File: config.mk
export PLATFORM = sky130hd
export DESIGN_NAME = smcs_top
export DESIGN_NICKNAME = d
export VERILOG_FILES = /design/src/design/smcs_pkg.sv /design/src/design/smcs_top.sv
export VERILOG_INCLUDE_DIRS = /design/src /design/src/design
export SDC_FILE = /design/constraint.sdc
export NUM_CORES = 1
export LEC_CHECK = 0
export ABC_AREA = 1
export BUFFER_PORTS_ARGS = -buffer_cell sky130_fd_sc_hd__buf_2
export CELL_PAD_IN_SITES_DETAIL_PLACEMENT = 1
export CELL_PAD_IN_SITES_GLOBAL_PLACEMENT = 1
export CORE_ASPECT_RATIO = 0.8
export CORE_MARGIN = 1.5
export CORE_UTILIZATION = 45
export DETAILED_ROUTE_END_ITERATION = 10
export PLACE_DENSITY = 0.81
export SYNTH_ARGS = -nofsm -noshare
export SYNTH_HDL_FRONTEND = slang
export SYNTH_SLANG_ARGS = --single-unit
File: constraint.sdc
create_clock -name mclk -period 7.15 [get_ports mclk]
set_input_delay 1.43 -clock mclk [delete_from_list [all_inputs] [get_ports mclk]]
set_output_delay 1.43 -clock mclk [all_outputs]
set_load 0.02 [all_outputs]
File: src/design/smcs_params.svh
// Constants for the serial command slave: command codes, field positions,
// reset values and timing counts. Included by the top module only.
`ifndef SMCS_PARAMS_SVH
`define SMCS_PARAMS_SVH

// Command codes of the registers this block holds
`define SMCS_CMD_OPERATION 8'h01
`define SMCS_CMD_ON_OFF_CFG 8'h02
`define SMCS_CMD_CLEAR_FAULTS 8'h03
`define SMCS_CMD_MARGIN_HIGH 8'h25
`define SMCS_CMD_MARGIN_LOW 8'h26
`define SMCS_CMD_FIRST_CFG 8'hd0
`define SMCS_CMD_LOCK_RESET 8'hd1
`define SMCS_CMD_COMMANDED 8'hd2
`define SMCS_CMD_STATUS_WORD 8'hd3
`define SMCS_CMD_BLOCK_ID 8'hd4

// Field positions
`define SMCS_CFG1_TIMEOUT_BIT 3
`define SMCS_LOCK_BIT 0
`define SMCS_ONOFF_PIN_OBEY_BIT 3
`define SMCS_ONOFF_CMD_OBEY_BIT 2
`define SMCS_ONOFF_PIN_LOW_BIT 1
`define SMCS_OP_ON_BIT 7
`define SMCS_OP_SOFT_BIT 6
`define SMCS_OP_MARGIN_LSB 4

// Operation margin field encodings
`define SMCS_MARGIN_NONE 2'h0
`define SMCS_MARGIN_LOW 2'h1
`define SMCS_MARGIN_HIGH 2'h2

// Reset values
`define SMCS_RST_OPERATION 8'h00
`define SMCS_RST_ON_OFF_CFG 8'h08
`define SMCS_RST_FIRST_CFG 8'h00
`define SMCS_RST_MARGIN 8'h00
`define SMCS_RST_COMMANDED 8'h00

// Block read length in data bytes
`define SMCS_BLOCK_LEN 8'h02

// Timing
`define SMCS_CLK_HZ 20000000
`define SMCS_TIMEOUT_MS 35
`define SMCS_TIMEOUT_CYC ((`SMCS_CLK_HZ / 1000) * `SMCS_TIMEOUT_MS)

`endif

File: src/design/smcs_pkg.sv
// Types shared by the serial command slave.
// Assumes smcs_params.svh holds all other numbers; state codes sit here.
package smcs_pkg;

  // Byte engine states, one-hot
  typedef enum logic [5:0] {
    SMCS_IDLE = 6'h01,
    SMCS_RX = 6'h02,
    SMCS_RX_ACK = 6'h04,
    SMCS_TX = 6'h08,
    SMCS_TX_ACK = 6'h10,
    SMCS_SKIP = 6'h20
  } smcs_state_e;

  // Switching control outputs
  typedef struct packed {
    logic run;
    logic soft_stop;
    logic [7:0] target_code;
  } smcs_power_s;

endpackage

File: src/design/smcs_top.sv
// Serial command slave with on/off control of a regulator.
// Assumes scl_i, sda_i and en_pin_i arrive asynchronously; pad logic
// combines sda_oe with an open-drain wire outside this module.
// How it works
// - Send byte: address, ack, command, ack
// - Clear-faults send byte pulses fault clear
// - Repeated start after command begins read
// - Write byte acks address, command, data
// - Write word acks all four bytes
// - Block write carries count then N bytes
// - Block write acks every received byte
// - Read byte returns one byte after restart
// - Read word sends low byte first
// - Block read sends count then N bytes
// - Idle timeout abandons transfer, frees bus
// - First configuration bit 3 enables timeout
// - Lock bit set by write, power-cycle cleared
// - On-off config selects pin and command obey
// - Reset obeys pin, ignores command
// - Pin active high unless configured low
// - Operation offers soft and immediate off
// - Operation on runs pin-style start-up
// - Margin settings pick margin voltage codes when on-off config obeys command
// - Data needs command code in same transfer
// - Command code sets data byte count
`timescale 1ns/1ps
`include "smcs_params.svh"

module smcs_top #(
  parameter logic [6:0] DEV_ADDR = 7'h60,
  parameter int TIMEOUT_CYC = `SMCS_TIMEOUT_CYC
) (
  // Clock and reset
  input wire logic mclk,
  input wire logic sys_rst,
  // Serial bus pins
  input wire logic scl_i,
  input wire logic sda_i,
  output logic sda_o,
  output logic sda_oe,
  // Enable pin
  input wire logic en_pin_i,
  // Regulator control
  output smcs_pkg::smcs_power_s power_o,
  output logic clear_faults_o,
  output logic lock_o
);

  // Refuse a timeout that the 25-bit idle counter cannot reach
  if (TIMEOUT_CYC < 2 || TIMEOUT_CYC > 33554431) begin : g_bad_timeout
    $error("TIMEOUT_CYC out of range");
  end

  // Whole state of the block
  typedef struct packed {
    logic [1:0] scl_sy;
    logic [1:0] sda_sy;
    logic [1:0] en_sy;
    logic scl_d;
    logic sda_d;
    smcs_pkg::smcs_state_e st;
    logic [3:0] bit_cnt;
    logic [7:0] shreg;
    logic [2:0] byte_idx;
    logic rd_mode;
    logic cmd_ok;
    logic [7:0] cmd;
    logic [7:0] data0;
    logic [7:0] blk_left;
    logic [7:0] tx_byte;
    logic [24:0] idle_cnt;
    logic [7:0] operation;
    logic [7:0] on_off_cfg;
    logic [7:0] margin_high;
    logic [7:0] margin_low;
    logic [7:0] first_cfg;
    logic [7:0] commanded;
    logic lock;
    logic clr_pulse;
    logic sda_out_low;
    smcs_pkg::smcs_power_s power;
  } smcs_all_s;

  smcs_all_s s_r;
  smcs_all_s s_nxt;

  // Write data length by command code
  function automatic logic [1:0] wr_len(input logic [7:0] c);
    if (c == `SMCS_CMD_COMMANDED || c == `SMCS_CMD_STATUS_WORD) begin
      wr_len = 2'd2;
    end else if (c == `SMCS_CMD_BLOCK_ID) begin
      wr_len = 2'd3;
    end else if (c == `SMCS_CMD_CLEAR_FAULTS) begin
      wr_len = 2'd0;
    end else begin
      wr_len = 2'd1;
    end
  endfunction

  // Is a command held behind the lock
  function automatic logic locked_cmd(input logic [7:0] c);
    locked_cmd = (c == `SMCS_CMD_ON_OFF_CFG) || (c == `SMCS_CMD_MARGIN_HIGH) ||
      (c == `SMCS_CMD_MARGIN_LOW) || (c == `SMCS_CMD_FIRST_CFG);
  endfunction

  // Read data for a command and byte index
  function automatic logic [7:0] rd_byte(input smcs_all_s s, input logic [2:0] idx);
    logic [7:0] v;
    v = 8'h00;
    if (s.cmd == `SMCS_CMD_OPERATION) begin
      v = s.operation;
    end else if (s.cmd == `SMCS_CMD_ON_OFF_CFG) begin
      v = s.on_off_cfg;
    end else if (s.cmd == `SMCS_CMD_MARGIN_HIGH) begin
      v = s.margin_high;
    end else if (s.cmd == `SMCS_CMD_MARGIN_LOW) begin
      v = s.margin_low;
    end else if (s.cmd == `SMCS_CMD_FIRST_CFG) begin
      v = s.first_cfg;
    end else if (s.cmd == `SMCS_CMD_LOCK_RESET) begin
      v = {7'h00, s.lock};
    end else if (s.cmd == `SMCS_CMD_COMMANDED || s.cmd == `SMCS_CMD_STATUS_WORD) begin
      // Low byte first
      if (s.cmd == `SMCS_CMD_COMMANDED) begin
        v = (idx == 3'd0) ? s.commanded : 8'h00;
      end else begin
        v = (idx == 3'd0) ? {6'h00, s.power.soft_stop, s.power.run} : {7'h00, s.lock};
      end
    end else if (s.cmd == `SMCS_CMD_BLOCK_ID) begin
      // Count first, then data bytes
      if (idx == 3'd0) begin
        v = `SMCS_BLOCK_LEN;
      end else if (idx == 3'd1) begin
        v = s.margin_low;
      end else begin
        v = s.margin_high;
      end
    end
    rd_byte = v;
  endfunction

  // Next-state logic
  always_comb begin
    logic scl_rise;
    logic scl_fall;
    logic start_c;
    logic stop_c;
    logic pin_on;
    logic cmd_on;
    logic [7:0] b;
    pin_on = 1'b0;
    cmd_on = 1'b0;
    s_nxt = s_r;
    s_nxt.scl_sy = {s_r.scl_sy[0], scl_i};
    s_nxt.sda_sy = {s_r.sda_sy[0], sda_i};
    s_nxt.en_sy = {s_r.en_sy[0], en_pin_i};
    s_nxt.scl_d = s_r.scl_sy[1];
    s_nxt.sda_d = s_r.sda_sy[1];
    s_nxt.clr_pulse = 1'b0;
    scl_rise = s_r.scl_sy[1] & ~s_r.scl_d;
    scl_fall = ~s_r.scl_sy[1] & s_r.scl_d;
    start_c = s_r.scl_sy[1] & s_r.scl_d & s_r.sda_d & ~s_r.sda_sy[1];
    stop_c = s_r.scl_sy[1] & s_r.scl_d & ~s_r.sda_d & s_r.sda_sy[1];
    b = s_r.shreg;

    // Idle counter resets on any line change
    if (s_r.scl_sy[1] != s_r.scl_d || s_r.sda_sy[1] != s_r.sda_d ||
        s_r.st == smcs_pkg::SMCS_IDLE) begin
      s_nxt.idle_cnt = 25'd0;
    end else begin
      s_nxt.idle_cnt = s_r.idle_cnt + 25'd1;
    end

    if (stop_c) begin
      // Stop ends any transfer; command must be resent
      s_nxt.st = smcs_pkg::SMCS_IDLE;
      s_nxt.cmd_ok = 1'b0;
      s_nxt.sda_out_low = 1'b0;
      if (!s_r.rd_mode && s_r.byte_idx == 3'd2 && s_r.cmd_ok &&
          s_r.cmd == `SMCS_CMD_CLEAR_FAULTS) begin
        s_nxt.clr_pulse = 1'b1;
      end
    end else if (start_c) begin
      // Start or repeated start keeps command code
      s_nxt.st = smcs_pkg::SMCS_RX;
      s_nxt.bit_cnt = 4'd0;
      s_nxt.byte_idx = 3'd0;
      s_nxt.sda_out_low = 1'b0;
    end else if (s_r.first_cfg[`SMCS_CFG1_TIMEOUT_BIT] &&
                 s_r.idle_cnt >= 25'(TIMEOUT_CYC - 1)) begin
      // Abandon and release the bus
      s_nxt.st = smcs_pkg::SMCS_IDLE;
      s_nxt.sda_out_low = 1'b0;
      s_nxt.cmd_ok = 1'b0;
    end else begin
      case (s_r.st)
        smcs_pkg::SMCS_RX: begin
          if (scl_rise) begin
            s_nxt.shreg = {s_r.shreg[6:0], s_r.sda_sy[1]};
            s_nxt.bit_cnt = s_r.bit_cnt + 4'd1;
          end else if (scl_fall && s_r.bit_cnt == 4'd8) begin
            s_nxt.bit_cnt = 4'd0;
            s_nxt.st = smcs_pkg::SMCS_RX_ACK;
            s_nxt.sda_out_low = 1'b1;
            if (s_r.byte_idx == 3'd0) begin
              if (b[7:1] != DEV_ADDR || (b[0] && !s_r.cmd_ok)) begin
                s_nxt.st = smcs_pkg::SMCS_SKIP;
                s_nxt.sda_out_low = 1'b0;
              end else begin
                s_nxt.rd_mode = b[0];
                s_nxt.tx_byte = rd_byte(s_r, 3'd0);
              end
            end else if (s_r.byte_idx == 3'd1) begin
              s_nxt.cmd = b;
              s_nxt.cmd_ok = 1'b1;
            end else if (s_r.byte_idx == 3'd2) begin
              s_nxt.data0 = b;
              s_nxt.blk_left = b; // Block count
            end
            // Store at the last byte the command carries
            if (s_r.byte_idx >= 3'd2 && 2'(s_r.byte_idx - 3'd1) == wr_len(s_r.cmd) &&
                !(s_r.lock && locked_cmd(s_r.cmd))) begin
              if (s_r.cmd == `SMCS_CMD_OPERATION) begin
                s_nxt.operation = b;
              end else if (s_r.cmd == `SMCS_CMD_ON_OFF_CFG) begin
                s_nxt.on_off_cfg = b;
              end else if (s_r.cmd == `SMCS_CMD_MARGIN_HIGH) begin
                s_nxt.margin_high = b;
              end else if (s_r.cmd == `SMCS_CMD_MARGIN_LOW) begin
                s_nxt.margin_low = b;
              end else if (s_r.cmd == `SMCS_CMD_FIRST_CFG) begin
                s_nxt.first_cfg = b;
              end else if (s_r.cmd == `SMCS_CMD_LOCK_RESET && b[`SMCS_LOCK_BIT]) begin
                s_nxt.lock = 1'b1;
              end else if (s_r.cmd == `SMCS_CMD_COMMANDED) begin
                s_nxt.commanded = s_r.data0;
              end
            end
            if (s_r.byte_idx != 3'd7) begin
              s_nxt.byte_idx = s_r.byte_idx + 3'd1;
            end
          end
        end
        smcs_pkg::SMCS_RX_ACK: begin
          // Hold ack through one clock high, release on fall
          if (scl_fall) begin
            if (s_r.rd_mode) begin
              s_nxt.st = smcs_pkg::SMCS_TX;
              s_nxt.sda_out_low = ~s_r.tx_byte[7];
              s_nxt.shreg = {s_r.tx_byte[6:0], 1'b0};
              s_nxt.bit_cnt = 4'd1;
            end else begin
              s_nxt.st = smcs_pkg::SMCS_RX;
              s_nxt.sda_out_low = 1'b0;
            end
          end
        end
        smcs_pkg::SMCS_TX: begin
          if (scl_fall) begin
            if (s_r.bit_cnt == 4'd8) begin
              s_nxt.st = smcs_pkg::SMCS_TX_ACK;
              s_nxt.sda_out_low = 1'b0;
              s_nxt.bit_cnt = 4'd0;
              s_nxt.byte_idx = s_r.byte_idx + 3'd1;
            end else begin
              s_nxt.sda_out_low = ~s_r.shreg[7];
              s_nxt.shreg = {s_r.shreg[6:0], 1'b0};
              s_nxt.bit_cnt = s_r.bit_cnt + 4'd1;
            end
          end
        end
        smcs_pkg::SMCS_TX_ACK: begin
          // Master ack continues, nack ends the read
          if (scl_rise) begin
            if (s_r.sda_sy[1]) begin
              s_nxt.st = smcs_pkg::SMCS_SKIP;
            end else begin
              s_nxt.tx_byte = rd_byte(s_r, s_r.byte_idx - 3'd1);
            end
          end else if (scl_fall) begin
            s_nxt.st = smcs_pkg::SMCS_TX;
            s_nxt.sda_out_low = ~s_r.tx_byte[7];
            s_nxt.shreg = {s_r.tx_byte[6:0], 1'b0};
            s_nxt.bit_cnt = 4'd1;
          end
        end
        default: begin
          // Idle or skipping: wait for start or stop
          s_nxt.sda_out_low = 1'b0;
        end
      endcase
    end

    // Power control from pin and operation command
    pin_on = (s_r.en_sy[1] ^ s_r.on_off_cfg[`SMCS_ONOFF_PIN_LOW_BIT]) |
      ~s_r.on_off_cfg[`SMCS_ONOFF_PIN_OBEY_BIT];
    cmd_on = s_r.operation[`SMCS_OP_ON_BIT] |
      ~s_r.on_off_cfg[`SMCS_ONOFF_CMD_OBEY_BIT];
    s_nxt.power.run = pin_on & cmd_on;
    s_nxt.power.soft_stop = ~cmd_on & s_r.operation[`SMCS_OP_SOFT_BIT];
    s_nxt.power.target_code = s_r.commanded;
    if (s_r.on_off_cfg[`SMCS_ONOFF_CMD_OBEY_BIT]) begin
      if (s_r.operation[`SMCS_OP_MARGIN_LSB +: 2] == `SMCS_MARGIN_HIGH) begin
        s_nxt.power.target_code = s_r.margin_high;
      end else if (s_r.operation[`SMCS_OP_MARGIN_LSB +: 2] == `SMCS_MARGIN_LOW) begin
        s_nxt.power.target_code = s_r.margin_low;
      end
    end
  end

  // State register
  always_ff @(posedge mclk or posedge sys_rst) begin
    if (sys_rst) begin
      s_r <= '0;
      s_r.scl_sy <= 2'b11;
      s_r.sda_sy <= 2'b11;
      s_r.scl_d <= 1'b1;
      s_r.sda_d <= 1'b1;
      s_r.st <= smcs_pkg::SMCS_IDLE;
      s_r.operation <= `SMCS_RST_OPERATION;
      s_r.on_off_cfg <= `SMCS_RST_ON_OFF_CFG;
      s_r.first_cfg <= `SMCS_RST_FIRST_CFG;
      s_r.margin_high <= `SMCS_RST_MARGIN;
      s_r.margin_low <= `SMCS_RST_MARGIN;
      s_r.commanded <= `SMCS_RST_COMMANDED;
    end else begin
      s_r <= s_nxt;
    end
  end

  // Outputs straight from state; sda_o tied low
  assign sda_o = 1'b0;
  assign sda_oe = s_r.sda_out_low;
  assign power_o = s_r.power;
  assign clear_faults_o = s_r.clr_pulse;
  assign lock_o = s_r.lock;

endmodule // smcs_top

==> key figures <==
Run
  – Max-cap violations: 0

Critical path
  – Worst Path Arrival: around 3300 ps
  – Crit path cell chain: ha_1 > nand2_1 > nor2_1 > nand3_1 > nor2_1 > nand2_1 > nand3_2 > nand2_4 > nand3_1 > nand2_1 > nor2_1 > nand2_1 > nand2_1 > nand2_1
  – Critical Path RT: 7470 ps
  – CP max FO: 14
  – CP peak stage delay: between 500 and 600 ps
  – Reg2Reg Setup Slack: 4160 ps
  – CP endpoint kind: flip-flop
  – Cell mode on critical path: nand2_1
  – Reg-to-Reg Start: s_r[61]
  – Critical-path top delay cell: nor2_1
  – CP Launch Type: flip-flop
  – Worst Reg-to-Reg Cells: 14
  – Crit path kind: flip-flop to flip-flop
  – Worst r2r dst: s_r[113]

Finish
  – Final non-filler cell total: about 1300
  – Antenna cells: 0
  – Commonest non-fill, non-tap cells in the layout: nand2_1, dfrtp_1, nor2_1
  – Area Growth Syn to Fin: 9.928%
  – Layout cells sized above 1: about a tenth
  – Final instance area: roughly 0.0088 mm^2
  – Multi-input gate area in the final layout: 0.003801 mm^2
  – Nets: 1110
  – FF+latch area: ~0.0035 mm^2
  – Fill count: 2214
  – Commonest non-fill, non-tap cell in the layout: nand2_1

Placed design
  – Placed Area: approximately 0.008 mm^2
  – Port bufs: 17
  – # placed instances: 1298
  – GPL Wtd Cong: around 0.92
  – Post-DP HPWL: 19140 um

STA
  – Rel. slew slack: approximately half
  – Post-Route Setup TNS: 0 ps
  – Final min period: roughly 3000 ps
  – RSZ-0062 raised after global routing: no
  – Final slew viol count: 0
  – Max Fclk: roughly 0.33 GHz
  – Final Hold Vio Count: 0
  – Fin crit share: 41.87%
  – Final Skew: ~12 ps
  – Finish-stage setup viols: 0
  – Hold WS: between 300 and 400 ps
  – Actual slew at the worst max-slew pin: between 700 and 800 ps

Logic synthesis
  – Post-synth EDFFs: 0
  – Yosys cell types: 47
  – Synth top area share: around two fifths
  – Main synth FF type: dfrtp_1
  – Largest cells by area after synthesis: dfrtp_1, nand2_1, nor2_1
  – Synth area leader: dfrtp_1
  – FFs w/ async S/R, synth: 100.0%
  – Syn Nets: ~1100
  – Synth Cell Area: around 0.008 mm^2
  – Register bit total from synthesis: 141
  – Total of warnings raised by yosys: 0
  – Sequential fraction of the synthesis area: around 44%
  – Cell count after synthesis: 1084
  – Syn avg cell area: about 7.4 um^2

Clock network
  – Clock transition at the registers of the reported paths: about 70 ps
  – CTS Root Cell: clkbuf_16
  – Max clock buf depth: 2
  – CTS Hold Buffers Added: 0
  – Gates resized, CTS repair: 0
  – # clock sinks: 141
  – CTS tree: done
  – H-Tree Depth: 4
  – Post-CTS Setup Repair Bufs: 0
  – Clock network latency to the later pin of the worst-skew pair: 440 ps
  – CTS Buf Count: 17

Power
  – Pleak: 4.224 nW
  – PnR Total Power: between 2 and 3 mW
  – IR drop worst, VDD: 0.0001731 V
  – Power per cell area: 316.3 mW/mm^2

Status
  – Status: completed

Worst hold path
  – Worst hold-check path type: flip-flop to flip-flop
  – Worst hold stages: 0
  – Hold endpoint: s_r[144]
  – Min-Delay Startpoint: s_nxt[144]

Global routing
  – First-pass GRT wire length: around 42000 um
  – Vias in the first global route: about 7500
  – Initial antenna violation count: 0
  – Total Routing Usage GR: between 20% and 30%
  – Largest net degree at the start of global routing: between 80 and 90
  – GR Overflow Total: 0

Die
  – # rows: 43
  – Number of I/O pins: 19
  – Die Ht: between 100 and 150 um
  – Die area: 0.01854 mm^2
  – Core area: 0.01732 mm^2
  – Initial Util: between 40% and 50%
  – Die X: 151.9 um

Routing
  – Drt wl/cell: approximately 20 um
  – Drt drc: 0
  – Vias per inst: approximately 5.7
  – DRT Wirelength: 26520 um
  – Routed Antenna Nets: 0
  – Vias: 7582
  – Iter 0 DRT Violations: approximately 670
  – TritonRoute pass-1 iters: 7
==> per-stage QoR <==
stage	setup WS, ps	util [%]
after floorplan	1952	-
after global placement	4209	47.22
after detailed placement	4165	47.22
after CTS	4182	50.62
after global routing	3861	50.62
final	4156	50.62
==> logic make-up after synthesis <==
| family | after synthesis | synth area share (%) |
|---|---|---|
| and+or+nand+nor | 595 | 32.18 |
| adders and majority gates | 13 | 2.039 |
| xor gates and xnor gates | 6 | 0.7529 |
| buffers and inverters | 152 | 7.999 |
| other | 1 | 0.04701 |
| DFF | 141 | 44.35 |
| AOI/OAI and AO/OA | 175 | 12.50 |
| muxes | 1 | 0.1255 |
==> per-layer routing <==
metal / vias up / global-route usage [%] / wire (um)
met5: - / 0 / 0
li1: 3541 / - / -
met4: 0 / 9.284 / 453
met1: 3768 / 43.56 / 12640
met3: 34 / 6.083 / 1882
met2: 239 / 44.60 / 11540
==> area by class of cell <==
| type | instances | area share, % |
|---|---|---|
| Clock buffer | 18 | 5.008 |
| Timing Repair Buffer | 18 | 1.056 |
| Inverter | 123 | 5.322 |
| Clock inverter | 14 | 1.712 |
| Tap cell | 225 | 3.210 |
| Sequential cell | 141 | 40.35 |
| Multi-Input combinational cell | 791 | 43.34 |
==> critical path: cells and delay by family, from the launching register on <==
| family | cells | cell delay (ps) |
|---|---|---|
| flops | 1 | 420 |
| simple gates | 13 | 2230 |
| fa+ha+maj | 1 | 210 |
==> Yosys cell counts, types with 3 or more instances <==
cell and n:
nand3_1 79, nand2_1 301, dfstp_2 8, o21ai_2 8, clkbuf_1 8, o21bai_1 6
nand3_2 3, buf_4 14, o22ai_1 10, o21ai_0 86, nand2_2 8, a221oi_1 5
nor2_1 128, nor2_4 3, o21ai_1 8, o21a_1 4, a21oi_1 38, ha_1 13
xor2_1 4, inv_1 111, nor2_2 7, nand4_1 16, inv_2 11, dfrtp_1 133
buf_2 6, o2111ai_1 4, nor3_1 31, nor4_1 5, or2_2 4
==> report_power, final <==
part           internal [mW]  switching (mW)  leakage (nW)
logic                  0.223           0.621          2.03
clock network          0.503           0.407         0.287
registers              0.894           0.126          1.91
total                   1.62            1.15          4.22
==> registers in the layout, indices dropped and copies added (netlist names) <==
register        cells
s_r               123
power_o            10
s_nxt               5
clear_faults_o      1
lock_o              1
sda_oe              1
==> how the worst max path moves through the flow <==
stage | cells past startpoint | to | start | slack, ps
6_report | 14 | s_r[113] | s_r[61] | 4160
5_1_grt | 14 | s_r[117] | s_r[61] | 3860
4_1_cts | 14 | s_r[113] | s_r[61] | 4180
3_5_place_dp | 3 | power_o[1] | sys_rst | 4170
3_3_place_gp | 3 | power_o[1] | sys_rst | 4210
2_1_floorplan | 1 | clear_faults_o | sys_rst | 1950
Note: power is estimated with default switching activity, not from simulation.
